### src/uls_pkg.sv
// Shared constants and types of the line status block
package uls_pkg;
    // Data and receive store geometry
    localparam int DW = 8;
    localparam int AW = 4;
    localparam int EW = 11;
    localparam int DEPTH = 16;
    localparam logic [4:0] FIFO_DEPTH = 5'h10;
    // Register byte offsets
    localparam logic [7:0] OFF_DATA = 8'h00;
    localparam logic [7:0] OFF_CTRL = 8'h04;
    localparam logic [7:0] OFF_DIV = 8'h08;
    localparam logic [7:0] OFF_LSR = 8'h14;
    localparam logic [7:0] OFF_IST = 8'h18;
    localparam logic [7:0] OFF_IMSK = 8'h1C;
    // Line status bit positions
    localparam int LSR_RDR = 0;
    localparam int LSR_OE = 1;
    localparam int LSR_PE = 2;
    localparam int LSR_FE = 3;
    localparam int LSR_BI = 4;
    localparam int LSR_HOLDING_EMPTY_FLAG = 5;
    localparam int LSR_TRANSMITTER_EMPTY_FLAG = 6;
    localparam int LSR_RX_FIFO_ERROR_FLAG = 7;
    // Control register bit positions
    localparam int CTRL_FEN = 0;
    localparam int CTRL_PEN = 1;
    localparam int CTRL_PODD = 2;
    // Error tags stored above each received character
    localparam int TAG_PE = 8;
    localparam int TAG_FE = 9;
    localparam int TAG_BI = 10;
    // Interrupt status bit positions
    localparam int IRQ_RX = 0;
    localparam int IRQ_OE = 1;
    localparam int IRQ_LERR = 2;
    localparam int IRQ_HOLDING_EMPTY_FLAG = 3;
    // Values after reset
    localparam logic [2:0] CTRL_RST = 3'h0;
    localparam logic [15:0] DIV_RST = 16'h0010;
    localparam logic [3:0] IMSK_RST = 4'h0;
    // Receiver states
    typedef enum logic [2:0] {
        ST_IDLE,
        ST_START,
        ST_DATA,
        ST_PAR,
        ST_STOP,
        ST_BRKW
    } uls_rx_e;
endpackage : uls_pkg

### src/uls_mem_if.sv
// Port bundle between the controller and the receive store
`timescale 1ns/1ns
interface uls_mem_if;
    logic wr_en;
    logic [uls_pkg::AW-1:0] waddr;
    logic [uls_pkg::EW-1:0] wdata;
    logic [uls_pkg::AW-1:0] raddr;
    logic [uls_pkg::EW-1:0] rdata;
    modport ctl (output wr_en, waddr, wdata, raddr, input rdata);
    modport mem (input wr_en, waddr, wdata, raddr, output rdata);
endinterface : uls_mem_if

### src/uls_rx_mem.sv
// Receive character store with registered read data
`timescale 1ns/1ns
module uls_rx_mem (
    // Clock and reset
    input wire logic clk,
    input wire logic rst_n,
    // Store access
    uls_mem_if.mem mif
);
    logic [uls_pkg::EW-1:0] mem [uls_pkg::DEPTH];

    // Write port
    always_ff @(posedge clk) begin
        if (mif.wr_en) begin
            mem[mif.waddr] <= mif.wdata;
        end
    end

    // Registered read port
    always_ff @(posedge clk or negedge rst_n) begin
        if (!rst_n) begin
            mif.rdata <= '0;
        end else begin
            mif.rdata <= mem[mif.raddr];
        end
    end
endmodule : uls_rx_mem

### src/uls_line_status.sv
// Line status flags of a serial receiver and transmitter, APB slave
//
// Overview of operation
// - Parity error shown in status bit 2
// - Stop bit sampled low sets framing error
// - Status read clears framing error
// - Framing error shows when character reaches head
// - Low stop bit taken as next start
// - Framing error belongs to head character
// - Whole character time low sets break
// - After break receiver idles until line high
// - Status read clears break flag
// - Break flag belongs to head character
// - Holding empty sets on empty, clears on write
// - Transmitter empty when holding and shift empty
// - Errored character loaded sets receive error flag
// - Read clears receive error only if none remain
// - Receive error flag reads zero without store
// - Wrong parity bit flags error, read clears
// - Full store: set overrun, drop new character
// - Data ready while an unread character waits
//
// Decided for this implementation: the register addresses and the APB interface to the registers.
`timescale 1ns/1ns
module uls_line_status (
    // Clock and reset
    input wire logic pclk,
    input wire logic presetn,
    // APB slave
    input wire logic psel,
    input wire logic penable,
    input wire logic pwrite,
    input wire logic [7:0] paddr,
    input wire logic [31:0] pwdata,
    output logic [31:0] prdata,
    output logic pready,
    output logic pslverr,
    // Serial line
    input wire logic serial_rx_input,
    // Transmitter side
    input wire logic tx_take,
    input wire logic tx_shift_busy,
    output logic [7:0] tx_data,
    output logic tx_data_valid,
    // Interrupt
    output logic irq
);
    logic [2:0] ctrl_r;
    logic [15:0] div_r;
    logic [3:0] imsk_r;
    logic [3:0] ist_r;
    logic [31:0] prdata_r;
    logic [7:0] tx_data_r;
    logic thr_full_r;
    logic oe_r, pe_r, fe_r, bi_r, rx_fifo_error_flag_r;
    logic [3:0] wp_r, rp_r;
    logic [4:0] cnt_r;
    wire [15:0] etag_r;
    logic hn_q1_r, hn_q2_r;
    uls_pkg::uls_rx_e st_r, st_nxt;
    logic [15:0] cntb_r, cntb_nxt;
    logic [2:0] bit_r, bit_nxt;
    logic [7:0] sh_r, sh_nxt;
    logic zero_r, zero_nxt, par_r, par_nxt, peb_r, peb_nxt;
    logic rx_push, push_fe, push_bi;
    uls_mem_if mif ();

    // Bus decode
    wire acc = psel & penable;
    wire wr = acc & pwrite;
    wire rd = acc & ~pwrite;
    wire rd_setup = psel & ~penable & ~pwrite;
    wire sel_data = paddr == uls_pkg::OFF_DATA;
    wire sel_ctrl = paddr == uls_pkg::OFF_CTRL;
    wire sel_div = paddr == uls_pkg::OFF_DIV;
    wire sel_lsr = paddr == uls_pkg::OFF_LSR;
    wire sel_ist = paddr == uls_pkg::OFF_IST;
    wire sel_imsk = paddr == uls_pkg::OFF_IMSK;
    wire hit = sel_data | sel_ctrl | sel_div | sel_lsr | sel_ist | sel_imsk;
    wire thr_wr = wr & sel_data;
    wire ctrl_wr = wr & sel_ctrl;
    wire lsr_rd = rd & sel_lsr;
    wire fen = ctrl_r[uls_pkg::CTRL_FEN];
    assign pready = 1'b1;
    assign pslverr = acc & ~hit;
    assign prdata = prdata_r;

    // Receive store occupancy
    wire empty = cnt_r == 5'h00;
    wire full = fen ? (cnt_r == uls_pkg::FIFO_DEPTH) : !empty;
    wire do_push = rx_push & ~full;
    wire oe_evt = rx_push & full;
    wire pop = rd & sel_data & ~empty;
    wire flush = ctrl_wr & (pwdata[uls_pkg::CTRL_FEN] != fen);
    wire [3:0] tags = {1'b0, push_bi, push_fe, peb_r & ~push_bi};
    wire wr_err = |tags;
    wire hn = (pop & ((cnt_r > 5'h01) | do_push)) | (do_push & empty);
    wire [uls_pkg::EW-1:0] head = mif.rdata;
    wire head_err = |head[uls_pkg::TAG_BI:uls_pkg::TAG_PE];
    assign mif.wr_en = do_push;
    assign mif.waddr = wp_r;
    assign mif.wdata = {tags[2:0], sh_r};
    assign mif.raddr = rp_r;

    // Transmit and receive status flags
    // holding empty follows holding register
    wire holding_empty_flag = ~thr_full_r;
    wire transmitter_empty_flag = holding_empty_flag & ~tx_shift_busy;
    // data ready while store holds data
    wire rx_data_ready_flag = ~empty;
    wire rx_fifo_error_flag = rx_fifo_error_flag_r & fen;
    wire [7:0] lsr_val = {rx_fifo_error_flag, transmitter_empty_flag, holding_empty_flag, bi_r, fe_r, pe_r, oe_r, rx_data_ready_flag};
    // Read data selection
    wire [31:0] rd_val =
        sel_data ? {24'h000000, head[7:0]} :
        sel_ctrl ? {29'h00000000, ctrl_r} :
        sel_div ? {16'h0000, div_r} :
        sel_lsr ? {24'h000000, lsr_val} :
        sel_ist ? {28'h0000000, ist_r} :
        sel_imsk ? {28'h0000000, imsk_r} : 32'h00000000;
    // clear only flags the read returned
    wire [7:0] lsr_clr = lsr_rd ? prdata_r[7:0] : 8'h00;
    wire [3:0] irq_ev = {tx_take & ~thr_wr, hn_q2_r & head_err,
        oe_evt, do_push};
    wire [3:0] ist_clr = (wr & sel_ist) ? pwdata[3:0] : 4'h0;
    assign irq = |(ist_r & imsk_r);
    assign tx_data = tx_data_r;
    assign tx_data_valid = thr_full_r;

    // Bit timing
    wire tick = cntb_r == 16'h0000;
    wire rx = serial_rx_input;

    // Receiver sequencer
    always_comb begin
        st_nxt = st_r;
        cntb_nxt = tick ? div_r - 16'h0001 : cntb_r - 16'h0001;
        bit_nxt = bit_r;
        sh_nxt = sh_r;
        zero_nxt = zero_r;
        par_nxt = par_r;
        peb_nxt = peb_r;
        rx_push = 1'b0;
        push_fe = 1'b0;
        push_bi = 1'b0;
        case (st_r)
            uls_pkg::ST_IDLE: begin
                cntb_nxt = div_r >> 1;
                if (!rx) begin
                    st_nxt = uls_pkg::ST_START;
                end
            end
            uls_pkg::ST_START: begin
                if (tick) begin
                    st_nxt = rx ? uls_pkg::ST_IDLE : uls_pkg::ST_DATA;
                    bit_nxt = 3'h0;
                    zero_nxt = 1'b1;
                    par_nxt = 1'b0;
                    peb_nxt = 1'b0;
                end
            end
            uls_pkg::ST_DATA: begin
                if (tick) begin
                    sh_nxt = {rx, sh_r[7:1]};
                    zero_nxt = zero_r & ~rx;
                    par_nxt = par_r ^ rx;
                    bit_nxt = bit_r + 3'h1;
                    if (bit_r == 3'h7) begin
                        st_nxt = ctrl_r[uls_pkg::CTRL_PEN] ?
                            uls_pkg::ST_PAR : uls_pkg::ST_STOP;
                    end
                end
            end
            uls_pkg::ST_PAR: begin
                if (tick) begin
                    peb_nxt = par_r ^ rx ^ ctrl_r[uls_pkg::CTRL_PODD];
                    zero_nxt = zero_r & ~rx;
                    st_nxt = uls_pkg::ST_STOP;
                end
            end
            uls_pkg::ST_STOP: begin
                if (tick) begin
                    rx_push = 1'b1;
                    if (rx) begin
                        st_nxt = uls_pkg::ST_IDLE;
                    end else if (zero_r) begin
                        push_bi = 1'b1;
                        st_nxt = uls_pkg::ST_BRKW;
                    end else begin
                        // low stop bit is framing error
                        push_fe = 1'b1;
                        st_nxt = uls_pkg::ST_DATA;
                        bit_nxt = 3'h0;
                        zero_nxt = 1'b1;
                        par_nxt = 1'b0;
                        peb_nxt = 1'b0;
                    end
                end
            end
            uls_pkg::ST_BRKW: begin
                if (rx) begin
                    st_nxt = uls_pkg::ST_IDLE;
                end
            end
            default: begin
                st_nxt = uls_pkg::ST_IDLE;
            end
        endcase
    end

    // Receiver registers
    always_ff @(posedge pclk or negedge presetn) begin
        if (!presetn) begin
            st_r <= uls_pkg::ST_IDLE;
            cntb_r <= 16'h0000;
            bit_r <= 3'h0;
            sh_r <= 8'h00;
            zero_r <= 1'b0;
            par_r <= 1'b0;
            peb_r <= 1'b0;
        end else begin
            st_r <= st_nxt;
            cntb_r <= cntb_nxt;
            bit_r <= bit_nxt;
            sh_r <= sh_nxt;
            zero_r <= zero_nxt;
            par_r <= par_nxt;
            peb_r <= peb_nxt;
        end
    end

    // Software registers and read capture
    always_ff @(posedge pclk or negedge presetn) begin
        if (!presetn) begin
            ctrl_r <= uls_pkg::CTRL_RST;
            div_r <= uls_pkg::DIV_RST;
            imsk_r <= uls_pkg::IMSK_RST;
            prdata_r <= 32'h00000000;
        end else begin
            if (ctrl_wr) ctrl_r <= pwdata[2:0];
            if (wr & sel_div) div_r <= pwdata[15:0];
            if (wr & sel_imsk) imsk_r <= pwdata[3:0];
            if (rd_setup) prdata_r <= rd_val;
        end
    end

    // Holding register; a write beats a take
    always_ff @(posedge pclk or negedge presetn) begin
        if (!presetn) begin
            thr_full_r <= 1'b0;
            tx_data_r <= 8'h00;
        end else begin
            thr_full_r <= thr_wr | (thr_full_r & ~tx_take);
            if (thr_wr) tx_data_r <= pwdata[7:0];
        end
    end

    // Store pointers, count and head pipeline
    always_ff @(posedge pclk or negedge presetn) begin
        if (!presetn) begin
            wp_r <= 4'h0;
            rp_r <= 4'h0;
            cnt_r <= 5'h00;
            hn_q1_r <= 1'b0;
            hn_q2_r <= 1'b0;
        end else begin
            if (flush) begin
                wp_r <= 4'h0;
                rp_r <= 4'h0;
                cnt_r <= 5'h00;
            end else begin
                if (do_push) wp_r <= wp_r + 4'h1;
                if (pop) rp_r <= rp_r + 4'h1;
                cnt_r <= cnt_r + {4'h0, do_push} - {4'h0, pop};
            end
            hn_q1_r <= hn & ~flush;
            hn_q2_r <= hn_q1_r;
        end
    end

    // Error tag of each stored character
    for (genvar i = 0; i < uls_pkg::DEPTH; i++) begin : g_tag
        wire set_i = do_push & wr_err & (wp_r == 4'(i));
        wire clr_i = flush | (pop & (rp_r == 4'(i)));
        logic tag_r;
        always_ff @(posedge pclk or negedge presetn) begin
            if (!presetn) tag_r <= 1'b0;
            else tag_r <= set_i | (tag_r & ~clr_i);
        end
        assign etag_r[i] = tag_r;
    end

    // Sticky status flags; a set beats a clear
    always_ff @(posedge pclk or negedge presetn) begin
        if (!presetn) begin
            oe_r <= 1'b0;
            pe_r <= 1'b0;
            fe_r <= 1'b0;
            bi_r <= 1'b0;
            rx_fifo_error_flag_r <= 1'b0;
            ist_r <= 4'h0;
        end else begin
            oe_r <= oe_evt | (oe_r & ~lsr_clr[uls_pkg::LSR_OE]);
            // parity flag from head, read clears
            pe_r <= (hn_q2_r & head[uls_pkg::TAG_PE]) |
                (pe_r & ~lsr_clr[uls_pkg::LSR_PE]);
            fe_r <= (hn_q2_r & head[uls_pkg::TAG_FE]) |
                (fe_r & ~lsr_clr[uls_pkg::LSR_FE]);
            bi_r <= (hn_q2_r & head[uls_pkg::TAG_BI]) |
                (bi_r & ~lsr_clr[uls_pkg::LSR_BI]);
            // errored load sets, clears if none left
            rx_fifo_error_flag_r <= (do_push & wr_err) | (rx_fifo_error_flag_r &
                ~(lsr_clr[uls_pkg::LSR_RX_FIFO_ERROR_FLAG] & ~|etag_r));
            ist_r <= irq_ev | (ist_r & ~ist_clr);
        end
    end

    // Receive store
    uls_rx_mem u_mem (
        .clk(pclk),
        .rst_n(presetn),
        .mif(mif)
    );
endmodule : uls_line_status

### config.mk
export PLATFORM = sky130hd
export DESIGN_NAME = uls_line_status
export DESIGN_NICKNAME = d
export VERILOG_FILES = /design/src/uls_pkg.sv /design/src/uls_mem_if.sv /design/src/uls_rx_mem.sv /design/src/uls_line_status.sv
export SDC_FILE = /design/constraint.sdc
export NUM_CORES = 1
export LEC_CHECK = 0
export BUFFER_PORTS_ARGS = -buffer_cell sky130_fd_sc_hd__buf_4
export CAP_MARGIN = 0
export CORE_MARGIN = 4
export CORE_UTILIZATION = 55
export DETAILED_ROUTE_END_ITERATION = 7
export PLACE_DENSITY = 0.76
export SLEW_MARGIN = 30
export SYNTH_ARGS = -nofsm -noshare
export SYNTH_HDL_FRONTEND = slang
export SYNTH_SLANG_ARGS = --single-unit
### constraint.sdc
create_clock -name pclk -period 3.7 [get_ports pclk]
set_input_delay 0.185 -clock pclk [delete_from_list [all_inputs] [get_ports pclk]]
set_output_delay 0.185 -clock pclk [all_outputs]
set_load 0.05 [all_outputs]
==> run summary, run 1 <==
The hold violation total from the final report is 0. Fraction of registers with async set/reset: 0.4286. The number of antenna violations at the first check in global routing is 0, and the clock edge transition at the registers on the reported setup and hold paths is 0.06 ns. The run gives 0.3245 as the headroom to the max-slew limit. The largest net degree at the start of global routing is 110. The synthesized area per cell works out to 14.36 sq um. Row generation in the floorplan step produced 57 rows.

The tools report the critical path required time as 4.10 ns. Setup repair after global routing left no endpoint under its margin. The logs give 0.9061 for the global placer's final weighted congestion and 0.2299 for the overall routing resource usage. The synthesis-to-finish area growth was 15.27%. The total overflow left after global routing is 0. The count of input and output buffers is 58, and the net switching power figure is 0.002162 W. Starting density of the core: 0.5573. The logs give 12.31 mm for the detailed-route wire length on metal 1 and 1391 for the final non-filler cell total. The die is 164.7 um wide. The die covers 0.02714 sq mm. The first TritonRoute pass finished after 5 iterations.

The later pin in the worst-skew pair is clocked with a latency of 0.57 ns. Total power for the finished layout comes to 0.008129 W. The number of remaining DRC errors was 0; the share of final-layout standard cells stronger than drive strength 1 was 0.2371.

The number of enable flip-flop cells after synthesis came out at 176. The run gives 0 as the number of pins with negative max-slew slack in the final report. The internal power consumption is 0.005966 W. The instance area after placement was 0.01438 sq mm; the actual transition at the worst max-transition pin was 1.013 ns. The first-iteration detailed-routing DRC count came out at 909.

The number of unique standard cell types used by synthesis is 72. The worst hold path belongs to the class in2reg. The clock buffer count from CTS was 31. The part of the total power dissipated in the clock network was 0.371; the summed instance area of the synthesized netlist was 0.01351 sq mm.

The cell leakage power was 6.165 nW. The clock arrives with 0.01809 ns of skew. Leading cell type in the layout, fill and taps excluded: sky130_fd_sc_hd__edfxtp_1. For this run, the leading register cell type out of synthesis is sky130_fd_sc_hd__edfxtp_1. The maximum fanout encountered on the critical timing path is 11, and the path depth of the worst reg2reg path is 10. The top cell types in the final layout, fill and taps aside, are sky130_fd_sc_hd__edfxtp_1, sky130_fd_sc_hd__dfrtp_1, sky130_fd_sc_hd__buf_4.

The relative contribution of combinational cells to total power came out at 0.146. The detailed-routed wire length on met3 was 2.032 mm. Share of the clock period used by the worst path after layout: 0.8696. The worst setup path startpoint was cntb_r[13].

The switching portion of total power is 0.2660, and the flop and latch count out of synthesis is 308. Across the run, the number of max-cap violations was 0. The run gives 310.8 MHz as the fmax.

The number of placed instances, taps included was 1314. After detailed routing, no signal wire sits above met4. Dividing total power by cell area gives a power density of 521.9 mW/mm^2. The final-stage net count came out at 1111. The critical path is of the reg2reg type.

The first global-routing pass estimated 47.67 mm of wire. The flow ran to the end, and the final reports show no timing, DRC or antenna violations. The routed length per placed instance works out to 21.99 um.

The wire-length estimate of the detail-placed layout is 19.21 mm. The logs give 0.48 ns for the setup slack on the worst flop-to-flop path and 0 for the number of nets with antenna violations after detailed routing. The kind of start point of the critical path was a flop. Yosys warning count: 0. The floorplan step defined a core boundary enclosing 0.02425 sq mm. Once layout is done, the placed cells without fillers occupy 0.01558 sq mm. Setup violations remaining at the end of the flow were counted as 0. The worst setup path is captured at a flop. The routed design could run at a clock period as short as 3.217 ns. The number of antenna diodes in the final layout is 0. The critical path ends at cntb_r[10]. Pin placement for this block handled 92 I/O pins.

IR analysis of the VDD net gives a maximum drop of 469.6 uV. The routed layout has 8444 vias. The cell count after synthesis came out at 941. Sequential share of power: 0.483. The clock passes through at most 3 buffers. The portion of the post-synthesis area used by sequential elements was 0.6356.

The endpoint identified for the worst register-to-register timing path is cntb_r[10]. In the final timing run, aggregate negative setup slack is 0 ns. The tools report the wire length after detailed routing as 30.59 mm. The number of vias per cell is 6.070, and the number of H-tree branching levels is 1. The post-route worst hold slack was 0.03036 ns.

TritonCTS built the clock tree. The run gives 3.62 ns as the signal arrival time at the worst endpoint. In the detailed route, the total length drawn on met2 is 15.48 mm. The number of clock sinks is 308. For the number of global-route vias before repair, the log shows 8244.

The buffer cell driving the clock tree root was sky130_fd_sc_hd__clkbuf_16. The startpoint identified for the worst register-to-register timing path is cntb_r[13]. Measured along the y axis, the die boundary spans 164.7 um.
[metal layers]
layer	up-vias	GRT usage
li1	3752	-
met5	-	0
met1	4298	0.3188
met3	61	0.02770
met4	0	0.06011
met2	333	0.3915
[power groups by stage]
stage	Clock, W	Combinational, W	Sequential (W)
after CTS	0.00307	0.00118	0.00392
after floorplan	0	0.000883	0.00395
final	0.00301	0.00119	0.00393
after global placement	0	0.00111	0.00398
after global routing	0.00322	0.00133	0.00395
after detailed placement	0	0.00115	0.00399
[state kept, by name, summed over array words and instances, names as in the netlist, 5 cells and up]
signal,flops
u_mem.mem,176
u_mem.mif.rdata,11
div_r,16
cnt_r,5
tx_data,8
g_tag.tag_r,16
cntb_r,16
prdata,16
sh_r,8
[through the flow]
| step | util | setup slack (ns) |
|---|---|---|
| final | 0.6424 | 0.4827 |
| after global routing | 0.6424 | 0.1817 |
| after CTS | 0.6415 | 0.4891 |
| after detailed placement | 0.5930 | 0.4867 |
| after global placement | 0.5926 | 0.5212 |
| after floorplan | - | 0.7098 |
[synthesized netlist by cell type, drive strengths merged (10+ instances only)]
master	n	area, sq um
dfrtp	131	3278
buf	33	214.0
edfxtp	176	5285
nor3	10	50.05
mux2	41	461.7
ha	19	237.7
o211ai	14	105.1
and2	17	106.4
nor2	54	205.2
nand3	18	95.09
clkbuf	22	82.58
nand2	84	320.3
a21oi	36	180.2
xor2	12	105.1
mux4	55	1239
inv	20	75.07
o21ai	53	265.3
nor4	17	187.7
[final cells by class]
class,instances,area [sq um]
clock buffers,47,865.8
clock inverters,10,111.4
fillers,1717,8672
inverters,21,78.83
multi-input cells,572,4634
flip-flops and latches,308,8593
well taps,324,405.4
repair buffers,109,887.1
[critical path, stage by stage (launching register included)]
cell and delay (ns):
sky130_fd_sc_hd__dfrtp_1 0.41, sky130_fd_sc_hd__nor3_1 0.45, sky130_fd_sc_hd__nand4_1 0.36, sky130_fd_sc_hd__nor2_2 0.52
sky130_fd_sc_hd__a21oi_1 0.17, sky130_fd_sc_hd__ha_1 0.27, sky130_fd_sc_hd__nand2_1 0.12, sky130_fd_sc_hd__o21bai_1 0.28
sky130_fd_sc_hd__nor3_1 0.21, sky130_fd_sc_hd__a31oi_1 0.18, sky130_fd_sc_hd__a31oi_1 0.10
[how the worst min path moves through the flow]
stage                     slack [ns]          start  cells after the start        end
final                           0.03  tx_shift_busy                      4  prdata[6]
after CTS                      0.006  tx_shift_busy                      4  prdata[6]
after detailed placement        0.34        hn_q1_r                      0    hn_q2_r
after global routing            0.04  tx_shift_busy                      4  prdata[6]
after floorplan                -0.11        presetn                      0       bi_r
after global placement          0.34        hn_q1_r                      0    hn_q2_r
[repair_timing]
item,CTS,global route
gates resized for setup,0,0
buffers inserted,0,0
hold buffers,20,0
endpoints found under the hold margin,146,0
[cell families (layout without fill, tap and decap cells)]
logic type / count (synthesis) / count (layout) / share of synthesized area
flip-flops: 308 / 308 / 0.6356
AND/OR/NAND/NOR: 257 / 257 / 0.1001
AO/OA/AOI/OAI: 156 / 156 / 0.07370
adder cells (fa/ha/maj): 20 / 20 / 0.01907
multiplexers: 101 / 101 / 0.1295
buffers and inverters: 76 / 187 / 0.02778
other: 2 / 17 / 0.0005558
XOR/XNOR: 21 / 21 / 0.01361
No activity file was read; power rests on OpenSTA's default activity.
==> run 2, diff against run 1 <==
Settings changed: GPL_TIMING_DRIVEN set to 0.
==> run summary, run 2 (synthesis results as in run 1) <==
The run gives 0.6460 as the final standard cell utilization of the core. Max-cap violations in this run came to 0. The pre-antenna-repair detailed-routing pass consisted of 5 iterations. The number of antenna violations at the first check in global routing came out at 1.

The flip-flop count of the largest register, all copies and words added works out to 176. The critical path goes through inv_1, ha_1, or3b_1, a211o_1, nor4_4, buf_4, and2b_1, and2b_1, and2_1. Hold violation total from the final report: 0. VDD sags by at most 379.9 uV.

The number of global-route vias before repair was 8359. The met3 layer usage reported by global route is 0.04218, and the number of buffers on the longest clock path is 3. The number of pins with negative max-slew slack in the final report came out at 0. The flow ran to the end, and the final reports show no timing, DRC or antenna violations. For the instance area after placement, the log shows 0.01445 sq mm. The logs give 30 for the clock buffer count from CTS and 0.01566 sq mm for the post-route standard cell area excluding fillers.

In this run the worst path has a maximum fanout of 11. Summed over all cells, the static leakage comes to 6.223 nW. After the first detailed-routing iteration, the DRC count stood at 739. The count of input and output buffers works out to 57. At the end of the flow, the number of nets in the layout was 1133.

The filler cells instantiated in the layout total 1746. In this run the power density over the cells is 524.0 mW/mm^2. The actual transition at the worst max-transition pin was 0.9287 ns; the met1 track utilization from global routing was 0.3100. In the layout the commonest cells are sky130_fd_sc_hd__edfxtp_1, sky130_fd_sc_hd__dfrtp_1, sky130_fd_sc_hd__nand2_1.

Across all hold checks on the routed design, the worst slack comes to 0.02082 ns. The number of remaining DRC errors is 0, and the half-perimeter wire length of the detailed placement result is 20.20 mm. The number of H-tree branching levels was 1; the routed length per placed instance was 22.29 um. Measured along the x axis, the die boundary spans 164.7 um.

The die is 164.7 um tall. TritonCTS built the clock tree. Starting density of the core: 0.5573. The share of the clock period used by the worst path after layout is 0.9439. The congestion estimate from routability-driven global placement came to 0.9382.

The master of the slowest instance on the critical path was sky130_fd_sc_hd__and2_1. The top register by number of flip-flops was u_mem.mem. The dominant cell type by count on the critical path is sky130_fd_sc_hd__and2b_1. Setup repair after global routing left no endpoint under its margin.

Met2 global-route usage: 0.3928. Subtracting the final worst setup slack from the clock period gives 3.493 ns. The library cell used most frequently in the layout, excluding fill and tap cells, is sky130_fd_sc_hd__edfxtp_1. The total negative slack for setup checks came out at 0 ns. The stage delay of the slowest cell on the critical path was 0.61 ns. For the total grt overflow, the log shows 0. STA puts the critical path data arrival time at 3.69 ns. The worst setup path is of the reg2reg kind. Summing over every cut layer, the via total after detailed routing is 8489. STA puts the critical path data required time at 3.90 ns.

For the worst-skew pair, the clock arrives at the later sink with an insertion delay of 0.58 ns. Global-route wire length before repair: 47.83 mm. For the fmax, the log shows 286.3 MHz.

The layer with the highest usage after global routing was met2. The die covers 0.02714 sq mm. The wire length after detailed routing was 31.50 mm. The tools report the sort of element at the end of the critical path as a flop.

For this design the top-level I/O count stands at 92. The clock edge transition at the registers on the reported setup and hold paths is 0.06 ns, and the largest net degree at the start of global routing is 77. In this run the core area contains 57 standard-cell rows. The run gives 0.2331 as the overall routing resource usage.

Once detail routing completed, the nets flagged for antenna violations numbered 0. 0 antenna diodes ended up in the layout. The synthesis-to-finish area growth is 15.92%, and the headroom to the max-slew limit is 0.3761. The clock arrives with 0.02979 ns of skew. Clock tree synthesis found a total of 308 sinks.

The region available for standard cell placement spans 0.02425 sq mm. The share of final-layout standard cells stronger than drive strength 1 is 0.2332. The root buffer cell chosen for the clock tree is sky130_fd_sc_hd__clkbuf_16.

The tightest min-delay check is of the in2reg type. The count of final setup violators is 0. The worst setup path is launched from a flop. In the routed layout, each cell is associated on average with a via count of 6.008.
run 2: changes by cell type in the layout (fill, tap and decap cells not counted), sizes merged:
cell,delta
buf,+4
clkbuf,+15
clkinv,+5
dlygate4sd3,-2
run 2: final timing paths:
kind	start	endpoint	slack [ns]	cells after the start
max in group asynchronous	presetn	cntb_r[8]	2.82	3
worst min register to register	hn_q1_r	hn_q2_r	0.35	0
worst max register to register	cnt_r[2]	u_mem.mem[1][0]	0.21	9
min in group asynchronous	presetn	cnt_r[3]	0.14	2
worst max-delay path	cnt_r[2]	u_mem.mem[1][0]	0.21	9
worst min-delay path	penable	prdata[7]	0.02	4
run 2: through the flow:
stage | power (W) | std cells | worst slack [ns]
floorplan | 0.004828 | 956 | 0.7098
global placement | 0.005124 | 1337 | 0.003679
detailed placement | 0.005168 | 1338 | 0.01601
CTS | 0.008227 | 1412 | 0.1471
global route | 0.008550 | 1413 | 0.01636
finish | 0.008208 | 1413 | 0.2075
run 2: cell type report:
class	count	area [sq um]	area share
Inverter	21	78.83	0.005032
Buffer	55	301.5	0.01925
Clock inverter	15	147.6	0.009426
Tap cell	324	405.4	0.02588
Sequential cell	308	8589	0.5484
Clock buffer	41	862.1	0.05504
Timing Repair Buffer	77	650.6	0.04154
Multi-Input combinational cell	572	4628	0.2955
run 2: power by group:
group / internal, W / leakage (nW) / switching [W]
Clock: 0.00177 / 0.500 / 0.00129
Combinational: 0.000470 / 2.26 / 0.000771
Sequential: 0.00376 / 3.46 / 0.000148
Total: 0.00600 / 6.22 / 0.00221
run 2: critical path: cells and delay by family, from the launching register on:
kind	cells	cell delay (ns)
AO/OA/AOI/OAI	1	0.37
adder cells (fa/ha/maj)	1	0.22
buffers and inverters	2	0.30
flip-flops	1	0.39
AND/OR/NAND/NOR	5	1.85
run 2: per-layer routing:
| metal | vias to the layer above | wire, um |
|---|---|---|
| li1 | 3800 | - |
| met1 | 4258 | 12290 |
| met2 | 362 | 15780 |
| met3 | 69 | 2451 |
| met4 | 0 | 988 |
| met5 | - | 0 |
run 2: what timing repair did:
item                                    in CTS  in global routing
hold buffers                                18                  0
setup buffers                                0                  1
endpoints found under the setup margin       1                  1
gates resized for setup                      1                  1
hold endpoints to repair                   112                  0
pin swaps                                    0                  1
==> run 3, diff against run 2 <==
==> constraint.sdc (replaced) <==
create_clock -name pclk -period 3.7 [get_ports pclk]
set_input_delay 0.37 -clock pclk [delete_from_list [all_inputs] [get_ports pclk]]
set_output_delay 0.37 -clock pclk [all_outputs]
set_load 0.01 [all_outputs]
==> run summary, run 3 (synthesis results as in run 1) <==
The flow ran to the end, and the final reports show no timing, DRC or antenna violations. The number of pins with negative max-slew slack in the final report is 0, and the number of maximum-capacitance violations is 0. The placed instances occupy a cell area of 0.01445 sq mm.

The signal on the critical path passes through inv_1, ha_1, or3b_1, a211o_1, nor4_4, buf_4, and2b_1, and2b_1, and2_1. For the worst setup path, the data arrival time is 3.70 ns. The slowest stage of the critical path is the sky130_fd_sc_hd__and2_1 cell. The stage delay of the slowest cell on the critical path is 0.62 ns. The tools report the clock network latency to the later pin of the worst-skew pair as 0.57 ns. The kind of start point of the critical path was a flop.

The maximum fanout encountered on the critical timing path works out to 11. The tools report the placeable core region as 0.02425 sq mm. Setup repair after global routing left no endpoint under its margin. Buffer cell driving the clock tree root: sky130_fd_sc_hd__clkbuf_16.

In the layout the commonest cells are sky130_fd_sc_hd__edfxtp_1, sky130_fd_sc_hd__dfrtp_1, sky130_fd_sc_hd__nand2_1. The hold violation total from the final report came out at 0. The longest clock path from root to sink contains 3 buffers. In this design, the largest share of critical-path delay is due to simple AND/OR/NAND/NOR gates.

The share of final-layout standard cells stronger than drive strength 1 was 0.2367; the headroom to the max-slew limit was 0.3801. The worst hold path belongs to the class in2reg. Setup violations remaining at the end of the flow were counted as 0. The number of buffers and inverters on the critical path is 2. The sequential share of power is 0.480. The number of H-tree branching levels is 1. The detailed-router iteration count before antenna repair is 7.

Routability-driven placement finished with a final weighted congestion of 0.9382. The wire length after detailed routing came out at 31.34 mm. The first global-routing pass estimated 47.55 mm of wire. For this design, the sink count on the clock tree is 308. The tools report the final standard cell utilization of the core as 0.6394. The register with the most flip-flops in the layout has 176 of them. Timing would allow up to 285.3 MHz.

The logs give 1 for the number of antenna violations at the first check in global routing and 0.008589 sq mm for the area taken by flip-flops and latches. The floorplan step set the die width to 164.7 um. The number of nets with antenna violations after detailed routing was 0. The run gives 0.5573 as the starting density of the core.

The routed length per placed instance is 22.43 um, and the setup skew after layout is 0.02741 ns. The total via count after detailed routing was 8370; the number of remaining DRC errors was 0. The floorplan step set the die height to 164.7 um. After clock tree synthesis, the clock-pin slew on the worst setup and hold paths is 0.06 ns. The part of the total power dissipated in the clock network is 0.376. The tools report the total area of multi-input combinational cells as 0.004628 sq mm.

In the final design database the tool counted 1117 nets. Final hold analysis gives a worst-case slack of 0.03814 ns. After detailed routing, the number of vias per cell comes to 5.991. The switching portion of total power was 0.2641; the full die area was 0.02714 sq mm.

The power density of the placed cells works out to 524.8 mW/mm^2. The total overflow left after global routing is 0. The run gives 30 as the clock buffer count from CTS. The actual transition at the worst max-transition pin is 0.9279 ns, and the first-iteration detailed-routing DRC count is 758. The run gives 0.01550 sq mm as the post-route standard cell area excluding fillers. The run gives 57 as the number of rows in the core area.

The register with the most flip-flops in the final layout is u_mem.mem. The wire-length estimate of the detail-placed layout is 20.20 mm. The total power is 0.008136 W. The share of the clock period used by the worst path after layout works out to 0.9474.

TritonCTS built the clock tree. The worst setup path is of the reg2reg kind. Summed over all nets, the switching power comes to 0.002149 W. The tools report the sort of element at the end of the critical path as a flop. For the largest vdd supply drop, the log shows 381.9 uV. For the internal power consumption, the log shows 0.005987 W.

The fill cell total of the finished layout was 1770. Dominant cell type by count on the critical path: sky130_fd_sc_hd__and2b_1. The number of antenna diodes came out at 0. For the finished layout, the period the worst path requires is 3.505 ns.

For the number of global-route vias before repair, the log shows 8258. Relative contribution of combinational cells to total power: 0.144. The library cell used most frequently in the layout, excluding fill and tap cells, is sky130_fd_sc_hd__edfxtp_1. In this run the count of I/O pins placed on the die edge is 92. Entering global routing, the biggest net connects 77 pins. Summed over all cells, the static leakage comes to 6.156 nW. The count of input and output buffers is 57.

The overall routing resource usage was 0.2320; the total negative slack for setup checks was 0 ns. STA puts the critical path data required time at 3.90 ns. The area growth from synthesis to layout is 14.73%.
[run 3: cell count changes in the layout (fill, tap and decap cells not counted), sizes merged]
cell	previous run	this run
dlygate4sd3	18	2
[run 3: power groups by stage]
stage / Clock, W / Sequential, W / Combinational (W)
after floorplan: 0 / 0.00393 / 0.000849
after global placement: 0 / 0.00396 / 0.00111
after detailed placement: 0 / 0.00397 / 0.00115
after CTS: 0.00310 / 0.00390 / 0.00116
after global routing: 0.00325 / 0.00392 / 0.00131
final: 0.00306 / 0.00391 / 0.00117
[run 3: cell type report]
class	count	area share
inverters	21	0.005084
multi-input cells	572	0.2985
clock buffers	41	0.05560
repair buffers	61	0.03164
well taps	324	0.02615
clock inverters	15	0.009523
plain buffers	55	0.01945
flip-flops and latches	308	0.5540
[run 3: worst paths after layout]
check	startpoint	end	slack [ns]	cells after the start
setup / recovery	cnt_r[2]	u_mem.mem[0][0]	0.19	9
hold / removal	pwdata[10]	div_r[10]	0.04	3
setup reg to reg	cnt_r[2]	u_mem.mem[0][0]	0.19	9
hold reg to reg	hn_q1_r	hn_q2_r	0.35	0
max in group asynchronous	presetn	cntb_r[8]	2.65	3
min in group asynchronous	presetn	cnt_r[3]	0.32	2
[run 3: what timing repair did]
action	CTS	global route
hold buffers	2	0
pin swaps	0	1
gates resized for setup	1	1
endpoints found under the hold margin	56	0
buffers inserted	0	1
cloned	0	0
setup endpoints to repair	1	1
[run 3: worst reg2reg max path: cells and delay by family, from the launching register on]
kind,cells,cell delay (ns)
and+or+nand+nor,5,1.86
AOI/OAI and AO/OA,1,0.37
DFF,1,0.39
adders and majority gates,1,0.22
buffers and inverters,2,0.30
[run 3: stage by stage]
step / setup WS [ns] / cells
detailed placement: 0.01601 / 1338
global placement: 0.003679 / 1337
floorplan: 0.7098 / 956
global route: 0.01636 / 1397
CTS: 0.1471 / 1396
finish: 0.1947 / 1397
[run 3: per-layer routing]
| metal | vias to the layer above | share of wire | routed length (um) | GRT usage |
|---|---|---|---|---|
| li1 | 3769 | - | - | - |
| met1 | 4171 | 0.39 | 12220 | 0.3101 |
| met2 | 365 | 0.50 | 15650 | 0.3902 |
| met3 | 65 | 0.080 | 2503 | 0.04168 |
| met4 | 0 | 0.031 | 957 | 0.07524 |
| met5 | - | 0 | 0 | 0 |
